===== src/gpp_defs.svh =====
// constants for the gpio port with external interrupt
// assumes inclusion by bare name from the sense, port and bench files
`ifndef GPP_DEFS_SVH
`define GPP_DEFS_SVH
`define GPP_ADR_LATCH 4'h0
`define GPP_ADR_DIR 4'h4
`define GPP_ADR_OPT 4'h8
`define GPP_ADR_SENSE 4'hc
`define GPP_RST_BYTE 8'h00
`define GPP_RST_SENSE 2'h0
`define GPP_SENSE_LOW 2'h0
`define GPP_SENSE_RISE 2'h1
`define GPP_SENSE_FALL 2'h2
`define GPP_SENSE_BOTH 2'h3
`endif


===== src/gpp_pkg.sv =====
// types for the gpio port
// assumes gpp_defs.svh is on the include path
package gpp_pkg;
    typedef enum logic [1:0] {gpp_float_in, gpp_pull_in, gpp_od_out, gpp_pp_out} gpp_mode_e;
    typedef logic [7:0] gpp_byte_t;
endpackage


===== src/gpp_sense.sv =====
// per-pin event detector for all four sensitivity settings
// assumes synchronised pin level on the same clock
`include "gpp_defs.svh"
module gpp_sense
    import gpp_pkg::*;
(
    input wire logic clk_i,
    input wire logic rst_i,
    input wire logic lvl_i,
    input wire logic en_i,
    input wire logic [1:0] sense_i,
    output logic evt_o
);
    logic prev_ff;

    always_ff @(posedge clk_i)
    begin
        if (rst_i)
            prev_ff <= 1'b0;
        else
            prev_ff <= lvl_i;
    end

    // detection per pin, before any or into the vector
    always_comb
    begin
        unique case (sense_i)
            `GPP_SENSE_LOW: evt_o = en_i & ~lvl_i;
            `GPP_SENSE_RISE: evt_o = en_i & lvl_i & ~prev_ff;
            `GPP_SENSE_FALL: evt_o = en_i & ~lvl_i & prev_ff;
            `GPP_SENSE_BOTH: evt_o = en_i & (lvl_i ^ prev_ff);
        endcase
    end
endmodule


===== src/gpp_port.sv =====
// gpio port with external interrupt, wishbone register slave
// assumes a classic wishbone master on clk_i and a pad that resolves pin_oe_o
// What this block does
// - bit x of the latch, direction and option registers controls and reflects pin x only
// - input pin: latch read returns the synchronised pin level
// - writing the latch on an input pin leaves the pin undriven
// - option bit in input mode enables pull-up or interrupt variant
// - output pin driven from latch, latch read returns stored value
// - output option: push-pull or open-drain; open-drain one floats
// - interrupt input raises request on event matching programmed sensitivity
// - per-pin detection first, then or into the shared vector request
// - request latch is not software visible, clears on vector fetch
// - changing sensitivity bits clears the pending request
// - enabled alternate output overrides direction and option at the pad
// - alternate output forces output mode, drive style from peripheral
// - peripheral input pin stays readable through the latch register
// - input with alternate output: read returns alternate output state
// - output with alternate input: peripheral sees latch content
// - direction/option pairs: 00 float, 01 pull/irq, 10 od, 11 pp
// - request reaches cpu only in interrupt mode with mask inactive
//
// Decided for this implementation: the register addresses and register access over Wishbone.
`include "gpp_defs.svh"
module gpp_port
    import gpp_pkg::*;
#(
    parameter int WIDTH = 8
)
(
    input wire logic clk_i,
    input wire logic rst_i,
    input wire logic cyc_i,
    input wire logic stb_i,
    input wire logic we_i,
    input wire logic [3:0] adr_i,
    input wire logic [3:0] sel_i,
    input wire logic [31:0] dat_i,
    output logic [31:0] dat_o,
    output logic ack_o,
    input wire logic [WIDTH-1:0] pin_i,
    output logic [WIDTH-1:0] pin_o,
    output logic [WIDTH-1:0] pin_oe_o,
    output logic [WIDTH-1:0] pull_en_o,
    input wire logic [WIDTH-1:0] alt_en_i,
    input wire logic [WIDTH-1:0] alt_is_out_i,
    input wire logic [WIDTH-1:0] alt_out_i,
    input wire logic [WIDTH-1:0] alt_od_i,
    output logic [WIDTH-1:0] alt_in_o,
    input wire logic cpu_irq_mask_i,
    input wire logic vec_fetch_i,
    output logic irq_req_o
);
    logic [WIDTH-1:0] pin_value_latch_ff;
    logic [WIDTH-1:0] pin_direction_ff;
    logic [WIDTH-1:0] pin_option_select_ff;
    logic [1:0] ext_irq_sense_reg_ff;
    logic [WIDTH-1:0] sync1_ff;
    logic [WIDTH-1:0] sync2_ff;
    logic [WIDTH-1:0] evt;
    logic [WIDTH-1:0] irq_en;
    logic pend_ff;
    logic req_fire;
    logic [31:0] nxt_dat;
    logic wr_stb;
    logic sense_wr;

    function automatic gpp_mode_e mode_of(input logic d, input logic o);
        mode_of = gpp_mode_e'({d, o});
    endfunction

    // write lands on the edge at which the master samples ack high
    assign wr_stb = cyc_i & stb_i & we_i & ack_o & sel_i[0];
    assign sense_wr = wr_stb & (adr_i == `GPP_ADR_SENSE)
        & (dat_i[1:0] != ext_irq_sense_reg_ff);

    ////////////////////////////////////////////////////////////////////////
    // pin synchroniser, first stage read only by second
    always_ff @(posedge clk_i)
    begin
        if (rst_i)
        begin
            sync1_ff <= '0;
            sync2_ff <= '0;
        end
        else
        begin
            sync1_ff <= pin_i;
            sync2_ff <= sync1_ff;
        end
    end

    ////////////////////////////////////////////////////////////////////////
    // wishbone slave, one wait state, ack drops after one cycle
    always_ff @(posedge clk_i)
    begin
        if (rst_i)
            ack_o <= 1'b0;
        else
            ack_o <= cyc_i & stb_i & ~ack_o;
    end

    always_ff @(posedge clk_i)
    begin
        if (rst_i)
        begin
            pin_value_latch_ff <= `GPP_RST_BYTE;
            pin_direction_ff <= `GPP_RST_BYTE;
            pin_option_select_ff <= `GPP_RST_BYTE;
            ext_irq_sense_reg_ff <= `GPP_RST_SENSE;
        end
        else if (wr_stb)
        begin
            unique case (adr_i)
                `GPP_ADR_LATCH: pin_value_latch_ff <= dat_i[WIDTH-1:0];
                `GPP_ADR_DIR: pin_direction_ff <= dat_i[WIDTH-1:0];
                `GPP_ADR_OPT: pin_option_select_ff <= dat_i[WIDTH-1:0];
                `GPP_ADR_SENSE: ext_irq_sense_reg_ff <= dat_i[1:0];
                default: ;
            endcase
        end
    end

    // read mux; unmapped addresses read zero but still ack
    always_comb
    begin
        nxt_dat = '0;
        unique case (adr_i)
            `GPP_ADR_LATCH:
            begin
                for (int i = 0; i < WIDTH; i++)
                begin
                    if (alt_en_i[i] & alt_is_out_i[i] & ~pin_direction_ff[i])
                        nxt_dat[i] = alt_out_i[i];
                    else if (pin_direction_ff[i])
                        nxt_dat[i] = pin_value_latch_ff[i];
                    else
                        nxt_dat[i] = sync2_ff[i];
                end
            end
            `GPP_ADR_DIR: nxt_dat[WIDTH-1:0] = pin_direction_ff;
            `GPP_ADR_OPT: nxt_dat[WIDTH-1:0] = pin_option_select_ff;
            `GPP_ADR_SENSE: nxt_dat[1:0] = ext_irq_sense_reg_ff;
            default: nxt_dat = '0;
        endcase
    end

    always_ff @(posedge clk_i)
    begin
        if (rst_i)
            dat_o <= '0;
        else if (cyc_i & stb_i & ~ack_o & ~we_i)
            dat_o <= nxt_dat;
    end

    ////////////////////////////////////////////////////////////////////////
    // pad control per pin
    genvar g;
    generate
        for (g = 0; g < WIDTH; g++)
        begin : g_pin
            gpp_mode_e md;
            logic alt_drv;
            assign md = mode_of(pin_direction_ff[g], pin_option_select_ff[g]);
            assign alt_drv = alt_en_i[g] & alt_is_out_i[g];
            assign irq_en[g] = (md == gpp_pull_in) & ~alt_en_i[g];

            always_ff @(posedge clk_i)
            begin
                if (rst_i)
                begin
                    pin_o[g] <= 1'b0;
                    pin_oe_o[g] <= 1'b0;
                    pull_en_o[g] <= 1'b0;
                    alt_in_o[g] <= 1'b0;
                end
                else
                begin
                    if (alt_drv)
                    begin
                        pin_o[g] <= alt_out_i[g];
                        pin_oe_o[g] <= ~(alt_od_i[g] & alt_out_i[g]);
                    end
                    else
                    begin
                        pin_o[g] <= pin_value_latch_ff[g];
                        pin_oe_o[g] <= (md == gpp_pp_out)
                            | ((md == gpp_od_out) & ~pin_value_latch_ff[g]);
                    end
                    // pull-up off while a peripheral drives the pin
                    pull_en_o[g] <= (md == gpp_pull_in) & ~alt_drv;
                    alt_in_o[g] <= pin_direction_ff[g] ? pin_value_latch_ff[g]
                        : sync2_ff[g];
                end
            end

            gpp_sense u_sense
            (
                .clk_i(clk_i),
                .rst_i(rst_i),
                .lvl_i(sync2_ff[g]),
                .en_i(irq_en[g]),
                .sense_i(ext_irq_sense_reg_ff),
                .evt_o(evt[g])
            );
        end
    endgenerate

    ////////////////////////////////////////////////////////////////////////
    // request latch; set wins over fetch clear, sense change clears it
    assign req_fire = |evt;

    always_ff @(posedge clk_i)
    begin
        if (rst_i)
            pend_ff <= 1'b0;
        else if (sense_wr)
            pend_ff <= 1'b0;
        else if (req_fire)
            pend_ff <= 1'b1;
        else if (vec_fetch_i)
            pend_ff <= 1'b0;
    end

    always_ff @(posedge clk_i)
    begin
        if (rst_i)
            irq_req_o <= 1'b0;
        else
            irq_req_o <= pend_ff & ~cpu_irq_mask_i;
    end

    ////////////////////////////////////////////////////////////////////////
    property p_ack_pulse;
        @(posedge clk_i) disable iff (rst_i) ack_o |=> !ack_o;
    endproperty
    a_ack_pulse: assert property (p_ack_pulse) else $error("ack held two cycles");

    property p_mask;
        @(posedge clk_i) disable iff (rst_i) cpu_irq_mask_i |=> !irq_req_o;
    endproperty
    a_mask: assert property (p_mask) else $error("request passed mask");

    property p_sense_clr;
        @(posedge clk_i) disable iff (rst_i) sense_wr |=> !pend_ff;
    endproperty
    a_sense_clr: assert property (p_sense_clr) else $error("sense change kept request");

    property p_fetch_clr;
        @(posedge clk_i) disable iff (rst_i)
            vec_fetch_i && !req_fire && !sense_wr |=> !pend_ff;
    endproperty
    a_fetch_clr: assert property (p_fetch_clr) else $error("fetch did not clear");

    property p_set;
        @(posedge clk_i) disable iff (rst_i) req_fire && !sense_wr |=> pend_ff;
    endproperty
    a_set: assert property (p_set) else $error("event lost");

    property p_in_float;
        @(posedge clk_i) disable iff (rst_i)
            !pin_direction_ff[0] && !alt_en_i[0] |=> !pin_oe_o[0];
    endproperty
    a_in_float: assert property (p_in_float) else $error("input pin driven");

    property p_pp;
        @(posedge clk_i) disable iff (rst_i)
            pin_direction_ff[0] && pin_option_select_ff[0] && !alt_en_i[0]
            |=> pin_oe_o[0] && pin_o[0] == $past(pin_value_latch_ff[0]);
    endproperty
    a_pp: assert property (p_pp) else $error("push-pull wrong");

    property p_od_float;
        @(posedge clk_i) disable iff (rst_i)
            pin_direction_ff[0] && !pin_option_select_ff[0] && pin_value_latch_ff[0]
            && !alt_en_i[0] |=> !pin_oe_o[0];
    endproperty
    a_od_float: assert property (p_od_float) else $error("open-drain drove one");

    property p_alt_pp;
        @(posedge clk_i) disable iff (rst_i)
            alt_en_i[0] && alt_is_out_i[0] && !alt_od_i[0] |=> pin_oe_o[0];
    endproperty
    a_alt_pp: assert property (p_alt_pp) else $error("alt output not forced");

    property p_alt_od;
        @(posedge clk_i) disable iff (rst_i)
            alt_en_i[0] && alt_is_out_i[0] && alt_od_i[0] && alt_out_i[0] |=> !pin_oe_o[0];
    endproperty
    a_alt_od: assert property (p_alt_od) else $error("alt open-drain drove one");

    property p_pull_off;
        @(posedge clk_i) disable iff (rst_i)
            !pin_option_select_ff[0] |=> !pull_en_o[0];
    endproperty
    a_pull_off: assert property (p_pull_off) else $error("pull-up on without option");

    property p_alt_in;
        @(posedge clk_i) disable iff (rst_i)
            pin_direction_ff[0] |=> alt_in_o[0] == $past(pin_value_latch_ff[0]);
    endproperty
    a_alt_in: assert property (p_alt_in) else $error("peripheral input not from latch");

    c_irq: cover property (@(posedge clk_i) disable iff (rst_i) irq_req_o);
    c_fetch: cover property (@(posedge clk_i) disable iff (rst_i) pend_ff ##1 vec_fetch_i);
    c_alt: cover property (@(posedge clk_i) disable iff (rst_i) alt_en_i[0] && pin_oe_o[0]);
    c_sense_clr: cover property (@(posedge clk_i) disable iff (rst_i) pend_ff && sense_wr);
endmodule


===== config.mk =====
export PLATFORM = sky130hd
export DESIGN_NAME = gpp_port
export DESIGN_NICKNAME = d
export VERILOG_FILES = /design/src/gpp_pkg.sv /design/src/gpp_sense.sv /design/src/gpp_port.sv
export VERILOG_INCLUDE_DIRS = /design/src
export SDC_FILE = /design/constraint.sdc
export NUM_CORES = 1
export LEC_CHECK = 0
export BUFFER_PORTS_ARGS = -buffer_cell sky130_fd_sc_hd__buf_2
export CORE_UTILIZATION = 51
export CTS_BUF_LIST = sky130_fd_sc_hd__clkbuf_4
export CTS_CLUSTER_DIAMETER = 120
export DETAILED_ROUTE_END_ITERATION = 8
export PLACE_DENSITY = 0.83
export SYNTH_ARGS = -nofsm -noshare
export SYNTH_HDL_FRONTEND = slang
export SYNTH_HIERARCHICAL = 1
export SYNTH_SLANG_ARGS = --single-unit

===== constraint.sdc =====
create_clock -name clk_i -period 1.75 [get_ports clk_i]
set_input_delay 0.175 -clock clk_i [delete_from_list [all_inputs] [get_ports clk_i]]
set_output_delay 0.175 -clock clk_i [all_outputs]
set_load 0.01 [all_outputs]

Yosys cells after proc, flatten, opt, wreduce, memory -nomap -nowiden
Index checks and enable logic that the tools add are counted.
{"block": "op_classes", "mux": 44, "eq_ne": 31, "reduce_logical": 9, "n_bitwise": 172}
{"cell": "bitwise AND 1 bit", "n": 97}
{"cell": "inverter 1 bit", "n": 59}
{"cell": "equality test 2 bit, second input constant", "n": 18}
{"cell": "two-way mux 1 bit", "n": 34}
{"cell": "case mux 1 bit (4 select lines)", "n": 8}
{"cell": "equality test 2 x 1 -> 1 bit, second input constant", "n": 9}
{"cell": "case mux 6 bit (3 select lines)", "n": 1}
{"cell": "equality test 4 bit, second input constant", "n": 2}
{"cell": "OR 1 bit", "n": 8}
{"cell": "case mux 2 bit (4 select lines)", "n": 1}
{"cell": "AND reduction 2 bit", "n": 4}
{"cell": "OR reduction 8 bit", "n": 1}
{"cell": "XOR 1 bit", "n": 8}
{"cell": "equality test 4 x 3 -> 1 bit, second input constant", "n": 1}
{"cell": "logical NOT 4 bit", "n": 1}
{"cell": "logical NOT 2 bit", "n": 1}
{"cell": "inequality test 2 bit", "n": 1}
{"cell": "nonzero test 2 bit", "n": 1}
{"cell": "OR reduction 2 bit", "n": 1}
{"block": "totals", "out_inout_bits": 66, "ff_bits": 93, "wordCells": 306}

Depth between registers and ports, before layout
{"block": "depth", "ltp_word": 7, "mapped_depth": 6}

Hierarchy
Netlist, hierarchy kept.
{"module": "gpp_port", "area_per_inst_um2": 3568.4, "n_inst": 1, "cells_per_inst": 377}
{"module": "gpp_sense", "area_per_inst_um2": 53.8, "n_inst": 8, "cells_per_inst": 7}

Least setup slack after synthesis
OpenSTA, ideal clock, no wires.
{"block": "synth_timing", "path_kind": "register -> register", "from": "register ack_o", "to": "register pin_option_select_ff[0]", "arrival_ns": 1.291, "setup_ns": 0.128, "required_ns": 1.622, "slack_ns": 0.332, "stages_incl_launch_ff": 6, "path_cell_list": "dfxtp_1 -> and4_1 -> clkbuf_1 -> nand4_2 -> mux2i_1 -> nor2_1"}
{"block": "synth_via", "elab_chain_len": 3}
{"element": "start, declared", "line_no": "gpp_port.sv:39", "text": "output logic ack_o,"}
{"element": "start signal, assigned", "line_no": "gpp_port.sv:99", "text": "ack_o <= cyc_i & stb_i & ~ack_o;"}
{"element": "bitwise AND 1 bit (2 in a row)", "line_no": "gpp_port.sv:72", "text": "assign wr_stb = cyc_i & stb_i & we_i & ack_o & sel_i[0];"}
{"element": "AND reduction 2 bit (no line)"}
{"element": "end signal, assigned", "line_no": "gpp_port.sv:108", "text": "pin_option_select_ff <= `GPP_RST_BYTE;"}
{"element": "end signal, assigned", "line_no": "gpp_port.sv:116", "text": "`GPP_ADR_OPT: pin_option_select_ff <= dat_i[WIDTH-1:0];"}
{"element": "end, declared", "line_no": "gpp_port.sv:55", "text": "logic [WIDTH-1:0] pin_option_select_ff;"}
No other way between the ends.
A chain may end at the register's enable or synchronous reset.

Final worst setup path
{"block": "layout_timing", "from": "register ack_o", "to": "register pin_direction_ff[4]"}
{"block": "layout_via", "elab_chain_len": 3}
{"element": "bitwise AND 1 bit (2 in a row)", "line_no": "gpp_port.sv:72"}
{"element": "AND reduction 2 bit (no line)"}
{"element": "end signal, assigned", "line_no": "gpp_port.sv:107", "text": "pin_direction_ff <= `GPP_RST_BYTE;"}
{"element": "end signal, assigned", "line_no": "gpp_port.sv:115", "text": "`GPP_ADR_DIR: pin_direction_ff <= dat_i[WIDTH-1:0];"}
{"element": "end, declared", "line_no": "gpp_port.sv:54", "text": "logic [WIDTH-1:0] pin_direction_ff;"}
No other way between the ends.

==> run_results.csv <==
group,metric,value,unit
outcome,status,"complete, no violations",
synthesis,synth-seq-cells,93,
pwr,p_per_area,782,nW/um^2
synthesis,yosysSeqAreaShare,46.6,%
cts,post_cts_buffers,0,
worst_hold_path,hold_path.class,"in2reg",
route,drc_errors,0,
floorplan,die_w,90.6,um
route,drt_iter0_drc,205,
timing,finalMaxSlewViolations,0,
timing,fin_ws,157,ps
pwr,clkPwrFrac,35.8,%
placement,pre_cts_ws,-1.55,ps
finish,fin_cells,673,
grt,grt_overflow_total,0,
setup_path,cp.arrival,1920,ps
pwr,finalPower,3.95,mW
synthesis,synthCells,433,
route,finalWirelength,9.31,mm
grt,grt_pass1_vias,3188,
timing,hold-worst-slack,29.1,ps
timing,max_freq,628,MHz
setup_path,slowest_delay,410,ps
route,vias,3449,
cts,cts_tree,"built",
finish,n_antenna_cell,0,
synthesis,syn_avg_cell_area,9.24,sq um
synthesis,yosysWarnings,6,
cts,cts_made_buffers,9,
setup_path,cp_cell_sequence,"and4_1, nand4_2, mux2i_1, nor2_1",
route,via_per_inst,5.12,
placement,dp_cells,623,
floorplan,num_io_pins,153,
cts,clk_path_buf_depth,2,
setup_path,worstSetupStartpointType,"flop",
placement,place_area,4530,sq um
cts,clock_latency,440,ps
floorplan,placementRows,31,
finish,final_common_cell,"buf_2",
setup_path,cp_data_required_time,2080,ps
setup_path,crit_path_max_fanout,8,
grt,antenna_found_initial,0,
cts,cts_sinks,93,
floorplan,start_util,54.0,%
floorplan,die-area,8200,sq um
timing,hold_viol_final,0,
floorplan,die_h,90.6,um
pwr,power_frac_comb,9.1,%
timing,setup_violations,0,
finish,drive_gt1_share,23.3,%
setup_path,worst_setup_path_end_kind,"flop",
finish,syn_to_final_growth,26.4,%
pwr,power.switching,0.910,mW
cts,htree_num_levels,3,
finish,layout_common_cells,"101 x buf_2, 91 x dfxtp_1, 51 x nor2_1",
placement,dp_hpwl,6.34,mm
pwr,intPower,3.04,mW
setup_path,crit_path_top_delay_cell,"nand4_2",
timing,min_period_over_period,91.0,%
pwr,peakVddDrop,607,uV
finish,final_cell_area,5050,sq um
pwr,seq_power_share,55.1,%
timing,skew,13.7,ps
route,wl_per_cell,13.8,um
synthesis,syn_area,4000,sq um
grt,grt_util_all_layers,23.0,%
placement,io_buffers,101,
grt,grt_max_degree,75,
grt,grt_pass1_wl,15.0,mm
route,ant_nets,0,
timing,rsz0062_at_grt,"no",
timing,post-route-min-period,1590,ps
synthesis,synthDistinctLibCells,40,
floorplan,core,7410,sq um
pwr,cellLeakagePower,2.34,nW
finish,final_nets,656,
route,first_pass_iters,4,
cts,cts.reportedPaths.clkPinSlew,130,ps
cts,cts_root_buf,"clkbuf_4",
flow_run,drv_cap,0,
setup_path,crit_type,"reg2reg",
placement,gp_congestion,0.801,
pwr,swShare,23.0,%
[power groups by stage]
stage | clock, mW | combinational [mW] | sequential, mW
floorplan | 0 | 0.193 | 2.23
CTS | 1.44 | 0.354 | 2.18
global placement | 0 | 0.292 | 2.22
global route | 1.55 | 0.393 | 2.18
detailed placement | 0 | 0.299 | 2.22
finish | 1.42 | 0.361 | 2.18
[cell usage after synthesis]
library cell | instances | area [sq um]
dfxtp_1 | 93 | 1860
nor2_1 | 51 | 191
mux2i_1 | 34 | 340
nand2_1 | 31 | 116
nor2b_1 | 26 | 163
buf_4 | 25 | 188
a21oi_1 | 22 | 110
nand2b_1 | 18 | 113
clkbuf_1 | 13 | 48.8
inv_1 | 13 | 48.8
o21ai_1 | 12 | 60.1
o211a_1 | 10 | 100
a311oi_1 | 9 | 78.8
and2_1 | 9 | 56.3
nor3_1 | 8 | 40.0
o21ai_0 | 8 | 40.0
a22oi_1 | 7 | 52.6
a211o_1 | 6 | 52.6
mux2_2 | 5 | 56.3
a221oi_1 | 3 | 26.3
nand3_1 | 3 | 15.0
a221oi_2 | 2 | 30.0
a32o_1 | 2 | 20.0
and3_1 | 2 | 12.5
mux2_1 | 2 | 22.5
nand3b_1 | 2 | 15.0
nand4_2 | 2 | 25.0
nor4_1 | 2 | 12.5
xnor2_1 | 2 | 17.5
a22o_1 | 1 | 8.76
a32oi_1 | 1 | 8.76
and4_1 | 1 | 8.76
buf_2 | 1 | 5.00
conb_1 | 1 | 3.75
nand3_2 | 1 | 10.0
nand4_1 | 1 | 6.26
nor3b_1 | 1 | 7.51
nor4_2 | 1 | 12.5
o31ai_1 | 1 | 7.51
or2_1 | 1 | 6.26
[layer usage]
metal	GRT usage (%)	share of wire [%]
met1	29.2	44
met2	38.1	49
met3	5.89	5.6
met4	7.12	1.5
met5	0	0
[path summary, 6_finish.rpt]
| kind | start | to | slack [ps] | depth (start not counted) |
|---|---|---|---|---|
| worst max-delay path | ack_o | pin_direction_ff[4] | 160 | 4 |
| worst min-delay path | dat_i[6] | pin_value_latch_ff[6] | 30 | 3 |
| worst max register to register | ack_o | pin_direction_ff[4] | 160 | 4 |
| worst min register to register | sync1_ff[5] | sync2_ff[5] | 450 | 1 |
[critical path, delay by kind of cell (launching register included)]
family | cells | cell delay (ps)
muxes | 1 | 310
and+or+nand+nor | 3 | 810
DFF | 1 | 370
[final cells by class]
type | instances | area, sq um
Clock inverter | 7 | 114
Clock buffer | 9 | 67.6
Sequential cell | 93 | 1860
Inverter | 13 | 48.8
Multi-Input combinational cell | 311 | 1930
Tap cell | 99 | 124
Fill cell | 564 | 2350
Timing Repair Buffer | 141 | 903
[logic make-up after synthesis]
group | after synthesis | synth area share (%)
other | 1 | 0.0938
xor gates and xnor gates | 2 | 0.438
muxes | 41 | 10.5
buffers and inverters | 52 | 7.26
AOI/OAI and AO/OA | 84 | 14.9
and+or+nand+nor | 160 | 20.3
DFF | 93 | 46.6
[flip-flops by register name, summed over array words and instances (netlist names), 2 cells and up]
name / flops
pull_en_o: 8
g_pin.u_sense/prev_ff: 8
pin_o: 8
pin_value_latch_ff: 8
sync1_ff: 8
ext_irq_sense_reg_ff: 2
sync2_ff: 8
pin_direction_ff: 8
dat_o: 8
pin_oe_o: 8
pin_option_select_ff: 8
alt_in_o: 8
[per-stage QoR]
stage               util (%)  setup TNS [ps]
finish                  68.2               0
global placement        61.2               0
detailed placement      61.2           -1.55
global route            68.2               0
floorplan                  -               0
CTS                     68.2               0
[timing repair]
action,CTS,global route
endpoints found under the setup margin,1,1
hold endpoints to repair,32,0
hold buffers,34,0
gates resized for setup,1,1
No activity file was read; power rests on OpenSTA's default activity.
